===== config.mk =====
export PLATFORM = sky130hd
export DESIGN_NAME = radio_packet_handler
export DESIGN_NICKNAME = d
export VERILOG_FILES = /design/src/rtl/pkt_pkg.sv /design/src/rtl/pkt_fifo.sv /design/src/rtl/radio_packet_handler.sv
export SDC_FILE = /design/constraint.sdc
export NUM_CORES = 1
export LEC_CHECK = 0
export ABC_AREA = 1
export CAP_MARGIN = 20
export CORE_MARGIN = 1.5
export CORE_UTILIZATION = 45
export CTS_BUF_LIST = sky130_fd_sc_hd__clkbuf_4 sky130_fd_sc_hd__clkbuf_8
export CTS_CLUSTER_DIAMETER = 80
export DETAILED_ROUTE_END_ITERATION = 6
export DONT_BUFFER_PORTS = 1
export GPL_TIMING_DRIVEN = 1
export PLACE_DENSITY_LB_ADDON = 0.08
export SETUP_SLACK_MARGIN = 0.02
export SKIP_LAST_GASP = 1
export SLEW_MARGIN = 20
export SYNTH_ARGS = -nofsm -noshare
export SYNTH_HDL_FRONTEND = slang
export SYNTH_HIERARCHICAL = 1
export SYNTH_SLANG_ARGS = --single-unit

===== constraint.sdc =====
create_clock -name clk_sys_in -period 25.5 [get_ports clk_sys_in]
set_input_delay 7.65 -clock clk_sys_in [delete_from_list [all_inputs] [get_ports clk_sys_in]]
set_output_delay 7.65 -clock clk_sys_in [all_outputs]
set_load 0.03 [all_outputs]

===== src/rtl/pkt_pkg.sv =====
// Constants, command codes, configuration array layout and CRC helpers
// for the packet handler. Assumes one 40 MHz system clock.
//
// Summary of operation
// - Manchester coding only with the packet handler, applied to the whole packet
// - With Manchester on, preamble is sent as all ones, same chip rate
// - Manchester polarity selects chip pair 10 or 01 for a one
// - Preamble length 0 to 255 bytes, default four bytes
// - Preamble bytes are 55h, first bit sent is zero
// - Sync word follows preamble directly, length one to four bytes
// - Default sync word is two bytes: 2d then d4
// - With CRC on, transmitter appends CRC as last packet bytes
// - Receiver checks CRC; match raises valid-packet event, data kept
// - CRC mismatch raises packet-error event instead of valid-packet
// - CRC polynomial x16+x15+x2+1, preset all ones per packet
// - Alternative 16-bit ITU-T CRC is selectable
// - Preamble sense detects a preamble within eight bit periods
// - Preamble sense duty-cycles the receiver without host help
// - Array write and transmit FIFO write share command byte 66h
// - Apply command loads the array; verify command checks it
// - Clear-to-send reads FFh only after the command has executed

package pkt_pkg;
	localparam int CLK_HZ = 40_000_000;
	localparam int BIT_RATE_BPS = 100_000;
	localparam int CHIP_CYC = CLK_HZ / (2 * BIT_RATE_BPS);
	localparam logic [7:0] CHIP_LAST = 8'(CHIP_CYC - 1);
	localparam int DETECT_BITS = 8;
	localparam logic [3:0] DETECT_RUN = 4'(DETECT_BITS - 1);
	localparam logic [15:0] SNIFF_ON_CYC = 16'(4 * CHIP_CYC * DETECT_BITS);
	localparam int SNIFF_OFF_DEF = 16000;
	localparam int FIFO_DEPTH = 8;

	localparam logic [7:0] CMD_WRITE = 8'h66;
	localparam logic [7:0] CMD_NOP = 8'h00;
	localparam logic [7:0] CMD_CTS = 8'h44;
	localparam logic [7:0] CMD_APPLY = 8'h15;
	localparam logic [7:0] CMD_VERIFY = 8'h19;

	localparam logic [7:0] PRE_BYTE = 8'h55;
	localparam logic [7:0] PRE_LEN_DEF = 8'h04;
	localparam logic [2:0] SYNC_LEN_DEF = 3'h2;
	localparam logic [31:0] SYNC_DEF = 32'h2dd40000;
	localparam logic [15:0] CRC_SEED = 16'hffff;
	localparam logic [15:0] POLY_IBM = 16'h8005;
	localparam logic [15:0] POLY_ITU = 16'h1021;

	// Configuration array: flags, preamble length, sync length, sync bytes
	localparam logic [2:0] CFG_BYTES = 3'h7;
	localparam int CFG_FLAGS = 0;
	localparam int CFG_PRE = 1;
	localparam int CFG_SLEN = 2;
	localparam int CFG_SYNC = 3;
	localparam int F_MANCH = 0;
	localparam int F_POL = 1;
	localparam int F_CRC = 2;
	localparam int F_ITU = 3;
	localparam int F_PSM = 4;
	localparam logic [7:0] FLAGS_DEF = 8'h04;

	// One bit of an MSB-first CRC; no final inversion, so a frame
	// followed by its own CRC leaves a zero remainder
	function automatic logic [15:0] crc_step(input logic [15:0] c, input logic b, input logic itu);
		crc_step = {c[14:0], 1'b0} ^ ((c[15] ^ b) ? (itu ? POLY_ITU : POLY_IBM) : 16'h0000);
	endfunction

	function automatic logic [31:0] len_mask(input logic [2:0] len);
		len_mask = ~(32'hffffffff << {len, 3'h0});
	endfunction
endpackage


===== src/rtl/pkt_fifo.sv =====
// Synchronous FIFO for transmit payload bytes.
// Assumes DEPTH is a power of two; both sides on the system clock.
`timescale 1ns/1ps

module pkt_fifo #(
	parameter int WIDTH = 8,
	parameter int DEPTH = 8
) (
	input wire logic clk_sys_in,
	input wire logic rst_in,
	input wire logic in_valid_in,
	output logic in_ready_out,
	input wire logic [WIDTH-1:0] in_data_in,
	output logic out_valid_out,
	input wire logic out_ready_in,
	output logic [WIDTH-1:0] out_data_out
);
	localparam int AW = $clog2(DEPTH);
	localparam logic [AW:0] FULL = (AW+1)'(DEPTH);

	logic [WIDTH-1:0] mem_q [DEPTH];
	logic [AW-1:0] wr_q;
	logic [AW-1:0] rd_q;
	logic [AW:0] cnt_q;
	logic push;
	logic pop;

	assign in_ready_out = cnt_q != FULL;
	assign out_valid_out = cnt_q != '0;
	assign out_data_out = mem_q[rd_q];
	assign push = in_valid_in & in_ready_out;
	assign pop = out_ready_in & out_valid_out;

	always_ff @(posedge clk_sys_in)
	begin
		if (push)
			mem_q[wr_q] <= in_data_in;
	end

	always_ff @(posedge clk_sys_in or posedge rst_in)
	begin
		if (rst_in)
		begin
			wr_q <= '0;
			rd_q <= '0;
			cnt_q <= '0;
		end
		else
		begin
			if (push)
				wr_q <= wr_q + 1'b1;
			if (pop)
				rd_q <= rd_q + 1'b1;
			if (push & ~pop)
				cnt_q <= cnt_q + 1'b1;
			else if (pop & ~push)
				cnt_q <= cnt_q - 1'b1;
		end
	end
endmodule


===== src/rtl/radio_packet_handler.sv =====
// Packet handler: host serial port, configuration array, transmit framer,
// receive deframer with preamble sense duty cycling.
// Serial pins are asynchronous; demodulated receive bits arrive on clk_sys_in.
`timescale 1ns/1ps

module radio_packet_handler #(
	parameter int SNIFF_OFF_CYC = pkt_pkg::SNIFF_OFF_DEF
) (
	input wire logic clk_sys_in,
	input wire logic rst_in,
	input wire logic host_select_n_in,
	input wire logic spi_clk_in,
	input wire logic host_to_device_line_in,
	output logic device_to_host_line_out,
	input wire logic tx_start_in,
	input wire logic [7:0] tx_len_in,
	output logic tx_chip_out,
	output logic tx_active_out,
	input wire logic rx_enable_in,
	input wire logic rx_bit_in,
	input wire logic rx_bit_strobe_in,
	input wire logic [7:0] rx_len_in,
	output logic rx_on_out,
	output logic preamble_detected_out,
	output logic sync_found_out,
	output logic [7:0] rx_byte_out,
	output logic rx_byte_valid_out,
	output logic packet_valid_out,
	output logic packet_error_out,
	output logic config_applied_out,
	output logic config_ok_out
);
	import pkt_pkg::*;

	typedef enum logic [2:0] {TX_IDLE, TX_PRE, TX_SYNC, TX_PAY, TX_CRC} tx_state_type;
	typedef enum logic [1:0] {RX_HUNT, RX_SYNC, RX_DATA} rx_state_type;
	localparam logic [15:0] SNIFF_OFF_LAST = 16'(SNIFF_OFF_CYC - 1);

	////////////////////////////////////////////////////////////////////////
	// Host serial port
	logic [2:0] sel_s_q;
	logic [2:0] sck_s_q;
	logic [1:0] mosi_s_q;
	logic sel_n;
	logic sck_rise;
	logic sck_fall;
	logic sel_rise;

	always_ff @(posedge clk_sys_in or posedge rst_in)
	begin
		if (rst_in)
		begin
			sel_s_q <= 3'h7;
			sck_s_q <= 3'h0;
			mosi_s_q <= 2'h0;
		end
		else
		begin
			sel_s_q <= {sel_s_q[1:0], host_select_n_in};
			sck_s_q <= {sck_s_q[1:0], spi_clk_in};
			mosi_s_q <= {mosi_s_q[0], host_to_device_line_in};
		end
	end

	assign sel_n = sel_s_q[1];
	assign sel_rise = sel_s_q[1] & ~sel_s_q[2];
	assign sck_rise = sck_s_q[1] & ~sck_s_q[2];
	assign sck_fall = ~sck_s_q[1] & sck_s_q[2];

	logic [2:0] bit_idx_q;
	logic [6:0] sh_q;
	logic first_q;
	logic byte_done_q;
	logic byte_is_cmd_q;
	logic [7:0] byte_q;

	// The first byte after select falls is the command
	always_ff @(posedge clk_sys_in or posedge rst_in)
	begin
		if (rst_in)
		begin
			bit_idx_q <= 3'h0;
			sh_q <= 7'h00;
			first_q <= 1'b1;
			byte_done_q <= 1'b0;
			byte_is_cmd_q <= 1'b0;
			byte_q <= 8'h00;
		end
		else
		begin
			byte_done_q <= 1'b0;
			if (byte_done_q)
				first_q <= 1'b0;
			if (sel_n)
			begin
				bit_idx_q <= 3'h0;
				first_q <= 1'b1;
			end
			else if (sck_rise)
			begin
				sh_q <= {sh_q[5:0], mosi_s_q[1]};
				bit_idx_q <= bit_idx_q + 3'h1;
				if (bit_idx_q == 3'h7)
				begin
					byte_q <= {sh_q, mosi_s_q[1]};
					byte_done_q <= 1'b1;
					byte_is_cmd_q <= first_q;
				end
			end
		end
	end

	logic cmd_done;
	logic data_done;
	logic [7:0] cmd_q;
	logic cts_q;
	logic cts_rd_q;
	logic dout_q;

	assign cmd_done = byte_done_q & byte_is_cmd_q;
	assign data_done = byte_done_q & ~byte_is_cmd_q;

	// Commands execute when select rises; clear-to-send then reads FFh
	always_ff @(posedge clk_sys_in or posedge rst_in)
	begin
		if (rst_in)
		begin
			cmd_q <= CMD_NOP;
			cts_q <= 1'b1;
			cts_rd_q <= 1'b0;
			dout_q <= 1'b0;
		end
		else
		begin
			if (sel_rise)
				cts_q <= 1'b1;
			else if (cmd_done && byte_q != CMD_CTS)
				cts_q <= 1'b0;
			if (sel_n)
				cmd_q <= CMD_NOP;
			else if (cmd_done)
				cmd_q <= byte_q;
			if (sel_n)
				cts_rd_q <= 1'b0;
			else if (cmd_done)
				cts_rd_q <= byte_q == CMD_CTS;
			if (sel_n)
				dout_q <= 1'b0;
			else if (sck_fall)
				dout_q <= cts_rd_q & cts_q;
		end
	end

	////////////////////////////////////////////////////////////////////////
	// Configuration array
	logic [7:0] cfg_mem_q [7];
	logic [2:0] cfg_ptr_q;
	logic [1:0] arr_cmds_q;
	logic nop_seen_q;
	logic cfg_loaded_q;
	logic cfg_ok_q;
	logic [7:0] flags_q;
	logic [7:0] pre_len_q;
	logic [2:0] sync_len_q;
	logic [31:0] sync_q;
	logic wr_cfg;
	logic wr_fifo;
	logic manch;
	logic pol;
	logic crc_en;
	logic itu;
	logic preamble_sense_rx_mode;

	// Same opcode: array bytes before the apply command, FIFO bytes after
	assign wr_cfg = data_done & (cmd_q == CMD_WRITE) & ~cfg_loaded_q;
	assign wr_fifo = data_done & (cmd_q == CMD_WRITE) & cfg_loaded_q;
	assign manch = flags_q[F_MANCH];
	assign pol = flags_q[F_POL];
	assign crc_en = flags_q[F_CRC];
	assign itu = flags_q[F_ITU];
	assign preamble_sense_rx_mode = flags_q[F_PSM];

	always_ff @(posedge clk_sys_in or posedge rst_in)
	begin
		if (rst_in)
		begin
			for (int i = 0; i < 7; i++)
				cfg_mem_q[i] <= 8'h00;
			cfg_ptr_q <= 3'h0;
			arr_cmds_q <= 2'h0;
			nop_seen_q <= 1'b0;
			cfg_loaded_q <= 1'b0;
			cfg_ok_q <= 1'b0;
			flags_q <= FLAGS_DEF;
			pre_len_q <= PRE_LEN_DEF;
			sync_len_q <= SYNC_LEN_DEF;
			sync_q <= SYNC_DEF;
		end
		else
		begin
			if (cmd_done && byte_q == CMD_WRITE && !cfg_loaded_q && arr_cmds_q != 2'h2)
				arr_cmds_q <= arr_cmds_q + 2'h1;
			if (cmd_done && byte_q == CMD_NOP && arr_cmds_q == 2'h1)
				nop_seen_q <= 1'b1;
			if (wr_cfg && cfg_ptr_q != CFG_BYTES)
			begin
				cfg_mem_q[cfg_ptr_q] <= byte_q;
				cfg_ptr_q <= cfg_ptr_q + 3'h1;
			end
			if (sel_rise && cmd_q == CMD_APPLY)
			begin
				cfg_loaded_q <= 1'b1;
				flags_q <= cfg_mem_q[CFG_FLAGS];
				pre_len_q <= cfg_mem_q[CFG_PRE];
				sync_len_q <= cfg_mem_q[CFG_SLEN][2:0];
				sync_q <= {cfg_mem_q[CFG_SYNC], cfg_mem_q[CFG_SYNC+1], cfg_mem_q[CFG_SYNC+2],
					cfg_mem_q[CFG_SYNC+3]};
			end
			if (sel_rise && cmd_q == CMD_VERIFY)
				cfg_ok_q <= cfg_loaded_q && cfg_ptr_q == CFG_BYTES && arr_cmds_q == 2'h2 && nop_seen_q
					&& sync_len_q != 3'h0 && sync_len_q <= 3'h4;
		end
	end

	////////////////////////////////////////////////////////////////////////
	// Transmit framer
	logic fifo_out_valid;
	logic fifo_pop;
	logic [7:0] fifo_data;

	pkt_fifo #(.WIDTH(8), .DEPTH(FIFO_DEPTH)) payload_fifo (
		.clk_sys_in(clk_sys_in),
		.rst_in(rst_in),
		.in_valid_in(wr_fifo),
		.in_ready_out(),
		.in_data_in(byte_q),
		.out_valid_out(fifo_out_valid),
		.out_ready_in(fifo_pop),
		.out_data_out(fifo_data)
	);

	tx_state_type tx_st_q;
	logic [7:0] tx_cnt_q;
	logic half_q;
	logic [2:0] tbit_q;
	logic [7:0] tbyte_q;
	logic [7:0] tsh_q;
	logic [15:0] tcrc_q;
	logic [7:0] tlen_q;
	logic tx_chip_q;
	logic tx_active_q;
	logic cur_bit;
	logic chip0;
	logic chip1;
	logic tick;
	logic bit_end;
	logic byte_end;
	logic stall;
	logic [15:0] crc_n;
	tx_state_type nst;
	logic [7:0] nbyte;
	logic [7:0] ncnt;
	logic need_pop;
	logic [31:0] sy;

	assign cur_bit = (tx_st_q == TX_PRE && manch) ? 1'b1 : tsh_q[7];
	assign chip0 = manch ? cur_bit ^ pol : cur_bit;
	assign chip1 = manch ? ~chip0 : cur_bit;
	assign tick = tx_cnt_q == CHIP_LAST;
	assign bit_end = tick & half_q;
	assign byte_end = bit_end & (tbit_q == 3'h7);
	assign crc_n = (tx_st_q == TX_PAY) ? crc_step(tcrc_q, tsh_q[7], itu) : tcrc_q;
	// A payload byte that is not yet in the FIFO stretches the last chip;
	// bytes that meet a full FIFO are dropped, so the host paces its writes
	assign stall = byte_end & need_pop & ~fifo_out_valid;
	assign fifo_pop = byte_end & need_pop & fifo_out_valid;

	always_comb
	begin
		nst = tx_st_q;
		nbyte = 8'h00;
		need_pop = 1'b0;
		ncnt = tbyte_q + 8'h01;
		sy = sync_q << {ncnt[1:0], 3'h0};
		unique case (tx_st_q)
			TX_IDLE:
				nst = TX_IDLE;
			TX_PRE:
				if (ncnt == pre_len_q)
				begin
					nst = TX_SYNC;
					ncnt = 8'h00;
					nbyte = sync_q[31:24];
				end
				else
					nbyte = PRE_BYTE;
			TX_SYNC:
				if (ncnt == {5'h00, sync_len_q})
				begin
					ncnt = 8'h00;
					if (tlen_q != 8'h00)
					begin
						nst = TX_PAY;
						nbyte = fifo_data;
						need_pop = 1'b1;
					end
					else if (crc_en)
					begin
						nst = TX_CRC;
						nbyte = crc_n[15:8];
					end
					else
						nst = TX_IDLE;
				end
				else
					nbyte = sy[31:24];
			TX_PAY:
				if (ncnt == tlen_q)
				begin
					ncnt = 8'h00;
					nst = crc_en ? TX_CRC : TX_IDLE;
					nbyte = crc_n[15:8];
				end
				else
				begin
					nbyte = fifo_data;
					need_pop = 1'b1;
				end
			TX_CRC:
				if (ncnt == 8'h02)
					nst = TX_IDLE;
				else
					nbyte = tcrc_q[7:0];
		endcase
	end

	always_ff @(posedge clk_sys_in or posedge rst_in)
	begin
		if (rst_in)
		begin
			tx_st_q <= TX_IDLE;
			tx_cnt_q <= 8'h00;
			half_q <= 1'b0;
			tbit_q <= 3'h0;
			tbyte_q <= 8'h00;
			tsh_q <= 8'h00;
			tcrc_q <= CRC_SEED;
			tlen_q <= 8'h00;
		end
		else if (tx_st_q == TX_IDLE)
		begin
			tx_cnt_q <= 8'h00;
			half_q <= 1'b0;
			tbit_q <= 3'h0;
			tbyte_q <= 8'h00;
			if (tx_start_in && cfg_loaded_q)
			begin
				tx_st_q <= (pre_len_q != 8'h00) ? TX_PRE : TX_SYNC;
				tsh_q <= (pre_len_q != 8'h00) ? PRE_BYTE : sync_q[31:24];
				tcrc_q <= CRC_SEED;
				tlen_q <= tx_len_in;
			end
		end
		else if (!stall)
		begin
			tx_cnt_q <= tick ? 8'h00 : tx_cnt_q + 8'h01;
			if (tick)
				half_q <= ~half_q;
			if (bit_end)
			begin
				tbit_q <= tbit_q + 3'h1;
				tsh_q <= {tsh_q[6:0], 1'b0};
				tcrc_q <= crc_n;
				if (byte_end)
				begin
					tsh_q <= nbyte;
					tbyte_q <= ncnt;
					tx_st_q <= nst;
				end
			end
		end
	end

	always_ff @(posedge clk_sys_in or posedge rst_in)
	begin
		if (rst_in)
		begin
			tx_chip_q <= 1'b0;
			tx_active_q <= 1'b0;
		end
		else
		begin
			tx_chip_q <= (tx_st_q != TX_IDLE) && (half_q ? chip1 : chip0);
			tx_active_q <= tx_st_q != TX_IDLE;
		end
	end

	////////////////////////////////////////////////////////////////////////
	// Receive deframer and preamble sense
	rx_state_type rx_st_q;
	logic prev_q;
	logic [3:0] run_q;
	logic [31:0] ssh_q;
	logic [15:0] rcrc_q;
	logic [2:0] rbit_q;
	logic [6:0] rsh_q;
	logic [8:0] rbytes_q;
	logic [7:0] rlen_q;
	logic pd_q;
	logic sf_q;
	logic [7:0] rbyte_q;
	logic rbv_q;
	logic pv_q;
	logic pe_q;
	logic rx_on_q;
	logic [15:0] sniff_q;
	logic strobe;
	logic qualify;
	logic [31:0] snext;
	logic [31:0] sexp;
	logic [15:0] rcrc_n;
	logic [8:0] rtotal;

	assign strobe = rx_bit_strobe_in & rx_on_q;
	assign qualify = manch ? rx_bit_in : (rx_bit_in != prev_q);
	assign snext = {ssh_q[30:0], rx_bit_in};
	assign sexp = sync_q >> {3'h4 - sync_len_q, 3'h0};
	assign rcrc_n = crc_step(rcrc_q, rx_bit_in, itu);
	assign rtotal = {1'b0, rlen_q} + (crc_en ? 9'h002 : 9'h000);

	always_ff @(posedge clk_sys_in or posedge rst_in)
	begin
		if (rst_in)
		begin
			rx_st_q <= RX_HUNT;
			prev_q <= 1'b0;
			run_q <= 4'h0;
			ssh_q <= 32'h00000000;
			rcrc_q <= CRC_SEED;
			rbit_q <= 3'h0;
			rsh_q <= 7'h00;
			rbytes_q <= 9'h000;
			rlen_q <= 8'h00;
			pd_q <= 1'b0;
			sf_q <= 1'b0;
			rbyte_q <= 8'h00;
			rbv_q <= 1'b0;
			pv_q <= 1'b0;
			pe_q <= 1'b0;
		end
		else
		begin
			sf_q <= 1'b0;
			rbv_q <= 1'b0;
			pv_q <= 1'b0;
			pe_q <= 1'b0;
			if (!rx_enable_in)
			begin
				rx_st_q <= RX_HUNT;
				run_q <= 4'h0;
				pd_q <= 1'b0;
			end
			else if (strobe)
			begin
				unique case (rx_st_q)
					RX_HUNT:
					begin
						prev_q <= rx_bit_in;
						if (!qualify)
							run_q <= 4'h0;
						else if (run_q == DETECT_RUN)
						begin
							rx_st_q <= RX_SYNC;
							pd_q <= 1'b1;
							run_q <= 4'h0;
							ssh_q <= 32'h00000000;
						end
						else
							run_q <= run_q + 4'h1;
					end
					RX_SYNC:
					begin
						ssh_q <= snext;
						if (((snext ^ sexp) & len_mask(sync_len_q)) == 32'h00000000)
						begin
							rx_st_q <= RX_DATA;
							sf_q <= 1'b1;
							rcrc_q <= CRC_SEED;
							rbit_q <= 3'h0;
							rbytes_q <= 9'h000;
							rlen_q <= rx_len_in;
						end
					end
					RX_DATA:
					begin
						rsh_q <= {rsh_q[5:0], rx_bit_in};
						rcrc_q <= rcrc_n;
						rbit_q <= rbit_q + 3'h1;
						if (rbit_q == 3'h7)
						begin
							rbytes_q <= rbytes_q + 9'h001;
							if (rbytes_q < {1'b0, rlen_q})
							begin
								rbyte_q <= {rsh_q, rx_bit_in};
								rbv_q <= 1'b1;
							end
							if (rbytes_q + 9'h001 == rtotal)
							begin
								rx_st_q <= RX_HUNT;
								pd_q <= 1'b0;
								if (!crc_en || rcrc_n == 16'h0000)
									pv_q <= 1'b1;
								else
									pe_q <= 1'b1;
							end
						end
					end
				endcase
			end
		end
	end

	// Listens long enough for two detection runs, then sleeps
	always_ff @(posedge clk_sys_in or posedge rst_in)
	begin
		if (rst_in)
		begin
			rx_on_q <= 1'b0;
			sniff_q <= 16'h0000;
		end
		else if (!rx_enable_in)
		begin
			rx_on_q <= 1'b0;
			sniff_q <= 16'h0000;
		end
		else if (!preamble_sense_rx_mode || rx_st_q != RX_HUNT)
		begin
			rx_on_q <= 1'b1;
			sniff_q <= 16'h0000;
		end
		else if (rx_on_q)
		begin
			sniff_q <= (sniff_q == SNIFF_ON_CYC - 16'h0001) ? 16'h0000 : sniff_q + 16'h0001;
			if (sniff_q == SNIFF_ON_CYC - 16'h0001)
				rx_on_q <= 1'b0;
		end
		else
		begin
			sniff_q <= (sniff_q == SNIFF_OFF_LAST) ? 16'h0000 : sniff_q + 16'h0001;
			if (sniff_q == SNIFF_OFF_LAST)
				rx_on_q <= 1'b1;
		end
	end

	////////////////////////////////////////////////////////////////////////
	assign device_to_host_line_out = dout_q;
	assign tx_chip_out = tx_chip_q;
	assign tx_active_out = tx_active_q;
	assign rx_on_out = rx_on_q;
	assign preamble_detected_out = pd_q;
	assign sync_found_out = sf_q;
	assign rx_byte_out = rbyte_q;
	assign rx_byte_valid_out = rbv_q;
	assign packet_valid_out = pv_q;
	assign packet_error_out = pe_q;
	assign config_applied_out = cfg_loaded_q;
	assign config_ok_out = cfg_ok_q;
endmodule


==> results.rst <==
.. list-table::
   :header-rows: 1

   * - Metric
     - Value
   * - Critical path start-end classification
     - reg2out
   * - Sequential element share of the synthesized area
     - 0.515
   * - Slew at the pin closest to its max-slew limit
     - 1.07 ns
   * - Number of maximum-capacitance violations
     - 0
   * - Area share of the leading cell type in the synthesized netlist
     - 0.352
   * - Std cell rows
     - 76
   * - Number of distinct library cells after synthesis
     - 55
   * - RSZ-0062 raised after global routing
     - no
   * - GPL Wtd Cong
     - 0.917
   * - Final number of max-transition violations
     - 0
   * - Synth area leaders
     - sky130_fd_sc_hd__dfrtp_1 35%, sky130_fd_sc_hd__nand2_1 13%, sky130_fd_sc_hd__edfxtp_1 9.9%
   * - Die Span Y
     - 211 um
   * - Total clock buffers created by CTS
     - 71
   * - Required time reported for the critical path endpoint
     - 17.85 ns
   * - Worst-case hold slack
     - 0.361 ns
   * - Core footprint
     - roughly 43,000 sq um
   * - Via count of the first global-routing pass
     - between 10k and 15k
   * - Peak VDD IR
     - 0.0000493 V
   * - R2R Path Start
     - tbyte_q[0]$_DFFE_PP0P_
   * - Arrival time reported for the critical path endpoint
     - 1.34 ns
   * - Effective utilization at floorplan
     - 0.454
   * - Vias per std cell
     - 5.15
   * - Synth Register Bits
     - 386
   * - Maximum fanout count along the critical path
     - 7
   * - Crit path time final
     - 8.99 ns
   * - Number of antenna cells inserted
     - 0
   * - CTS tree
     - yes
   * - GRT Residual Overflow
     - 0
   * - Aggregate global-route resource usage
     - 0.228
   * - Vias after detailed routing
     - 15.5k
   * - Result of the run
     - finished, final reports clean
   * - Total number of yosys warnings
     - 6
   * - Setup total negative slack
     - 0 ns
   * - Top post-synthesis cells by count
     - 658 x sky130_fd_sc_hd__nand2_1, 274 x sky130_fd_sc_hd__dfrtp_1, 251 x sky130_fd_sc_hd__inv_1, 234 x sky130_fd_sc_hd__nor2_1, 219 x sky130_fd_sc_hd__o21ai_0
   * - Routed wire length per instance
     - 16.5 um
   * - Pin count of the biggest net entering global routing
     - 188
   * - Final number of hold-violating endpoints
     - 0
   * - Worst clock skew
     - 0.0258 ns
   * - Die area
     - 44,600 sq um
   * - Post-synth EDFFs
     - 64
   * - Share of the cycle needed by the critical path after routing
     - 0.352
   * - DRC viols
     - 0
   * - Rel. slew slack
     - 0.288
   * - Proportion of synthesized flip-flops having asynchronous set or reset
     - 0.834
   * - Clock transition at the registers of the reported paths
     - 0.06 ns
   * - Logic depth of the worst setup path including buffers
     - 0
   * - Final Net Count
     - 2,430
   * - Maximum root-to-sink buffer count
     - 3
   * - Violation count after the first detailed-route iteration
     - ~1.1k
   * - Cells after synthesis
     - between 2k and 2.5k
   * - Mapped cell area
     - 19,500 sq um
   * - Number of optimization iterations in the first detailed-route pass
     - 7
   * - Kind of launch point of the worst setup path
     - flop
   * - Port Buffers
     - 0
   * - Post-synth net total
     - 2,421
   * - Worst r2r path cells
     - 23
   * - Most frequent cell after synthesis
     - sky130_fd_sc_hd__nand2_1
   * - Power density over the cells
     - 60.7 nW/um^2
   * - Worst R2R Setup Slack
     - between 20 and 25 ns
   * - Synthesized area divided by synthesized cell count
     - slightly above 8 sq um
   * - Max frequency
     - 0.111 GHz
   * - Detail Placement HPWL
     - roughly 34,000 um
   * - Clock latency reported for the late side of the worst-skew pair
     - 0.65 ns
   * - ANT nets after route
     - 0
   * - Area added between synthesis and finish
     - 10.9%
   * - Number of top-level design ports
     - 44
   * - Post-CTS Hold Fix Bufs
     - 0
   * - Number of endpoints failing setup at the final stage
     - 0
   * - CTS-repair resized insts
     - 0
   * - Launching instance or port of the critical path
     - config_applied_out$_DFFE_PP0P_
   * - Total length of routed wires
     - 49,700 um
   * - Fraction of final layout cells sized beyond drive strength 1
     - 0.111
   * - Number of levels in the clock H-tree
     - 3
   * - Class of the worst hold path
     - reg2reg
   * - First-pass GRT wire length
     - 80,100 um
   * - Clk sink count
     - 386
   * - Leakage
     - around 10 nW
   * - Root buffer cell
     - sky130_fd_sc_hd__clkbuf_8
   * - DIE WIDTH
     - 211 um
   * - Primary flip-flop cell chosen by synthesis mapping
     - sky130_fd_sc_hd__dfrtp_1
   * - Initial antenna violation count
     - 0
   * - Worst flop-to-flop path endpoint
     - payload_fifo/cnt_q[3]$_DFFE_PP0P_
   * - Setup crit end kind
     - output port
   * - Number of buffers added for setup after CTS
     - 0
   * - End of the critical path
     - config_applied_out
   * - Largest area contributor in the netlist
     - sky130_fd_sc_hd__dfrtp_1
-- sequential cells by signal, summed over array words and instances, names as in the netlist, 9 cells and up --
name	count
rcrc_q	16
sniff_q	16
rbytes_q	9
sync_q	32
ssh_q	31
cfg_mem_q	48
payload_fifo/mem_q	64
tcrc_q	16
-- layout by cell type (no fill, tap or decap), types with 3 or more instances in the layout --
master                      instances
sky130_fd_sc_hd__inv_8              4
sky130_fd_sc_hd__xor2_1            48
sky130_fd_sc_hd__clkbuf_4          31
sky130_fd_sc_hd__xnor2_1           12
sky130_fd_sc_hd__nor3_1            13
sky130_fd_sc_hd__clkbuf_8          89
sky130_fd_sc_hd__nand3b_1           3
sky130_fd_sc_hd__ha_1              38
sky130_fd_sc_hd__dfstp_2           48
sky130_fd_sc_hd__nand3_1          111
sky130_fd_sc_hd__nor2_2             8
sky130_fd_sc_hd__nand3_4            5
sky130_fd_sc_hd__nor4_1            11
sky130_fd_sc_hd__edfxtp_1          64
sky130_fd_sc_hd__inv_1            250
sky130_fd_sc_hd__mux2_2            12
sky130_fd_sc_hd__o21ai_0          219
sky130_fd_sc_hd__nand2_1          657
sky130_fd_sc_hd__clkinv_2           3
sky130_fd_sc_hd__dfrtp_1          274
sky130_fd_sc_hd__nor2_4             3
sky130_fd_sc_hd__o21a_1             4
sky130_fd_sc_hd__nand2_4            3
sky130_fd_sc_hd__or2_2              5
sky130_fd_sc_hd__a21oi_2            4
sky130_fd_sc_hd__o211ai_1          17
sky130_fd_sc_hd__nand4_1           31
sky130_fd_sc_hd__bufinv_16          3
sky130_fd_sc_hd__o21ai_1           15
sky130_fd_sc_hd__buf_4              6
sky130_fd_sc_hd__nor2_1           233
sky130_fd_sc_hd__nand2_2           22
sky130_fd_sc_hd__inv_2              7
sky130_fd_sc_hd__o22ai_1           44
sky130_fd_sc_hd__a21oi_1           90
sky130_fd_sc_hd__o21ai_2            5
-- final cells by class --
type                            instances  area, sq um
Clock buffer                          120         1460
Clock inverter                         10          148
Fill cell                            4198        21300
Inverter                              261          995
Multi-Input combinational cell       1636         8110
Sequential cell                       386        10000
Tap cell                              585          732
Timing Repair Buffer                   10          124
-- power breakdown --
part	internal (mW)	switching [mW]
logic	0.00400	0.0148
clock network	0.392	0.267
registers	0.630	0.00325
-- cells by family (layout without fill, tap and decap cells) --
logic type | after synthesis | in the layout | synth area share
multiplexers | 12 | 12 | 0.00694
buffers and inverters | 335 | 401 | 0.0702
XOR/XNOR | 61 | 61 | 0.0278
AND/OR/NAND/NOR | 1112 | 1112 | 0.239
AO/OA/AOI/OAI | 412 | 412 | 0.115
flip-flops | 386 | 386 | 0.515
adder cells (fa/ha/maj) | 39 | 39 | 0.0254
-- metal layers --
metal | vias up | global-route usage | share of wire
li1 | 7702 | - | -
met1 | 7386 | 0.331 | 0.48
met2 | 300 | 0.341 | 0.44
met3 | 95 | 0.0448 | 0.051
met4 | 0 | 0.0783 | 0.026
met5 | - | 0 | 0
-- stage by stage --
step	cell area [sq um]	instances	worst slack, ns	utilization	total power, mW
CTS	21500	3005	16.36	0.502	1.33
finish	21600	3008	16.51	0.504	1.31
global route	21600	3008	16.38	0.504	1.36
floorplan	19500	2357	9.30	-	0.658
global placement	19900	2875	15.75	0.465	0.663
detailed placement	19900	2875	15.68	0.465	0.664
-- how the worst min path moves through the flow --
stage                          startpoint                    end  slack, ns  cells past startpoint
global route        mosi_s_q[0]$_DFF_PP0_  mosi_s_q[1]$_DFF_PP0_       0.36                      0
global placement    mosi_s_q[0]$_DFF_PP0_  mosi_s_q[1]$_DFF_PP0_       0.34                      0
CTS                 mosi_s_q[0]$_DFF_PP0_  mosi_s_q[1]$_DFF_PP0_       0.36                      0
floorplan           mosi_s_q[0]$_DFF_PP0_  mosi_s_q[1]$_DFF_PP0_       0.33                      0
detailed placement   sel_s_q[0]$_DFF_PP1_   sel_s_q[1]$_DFF_PP1_       0.35                      0
finish               sck_s_q[0]$_DFF_PP0_   sck_s_q[1]$_DFF_PP0_       0.36                      0
(Power assumes the default switching activity.)
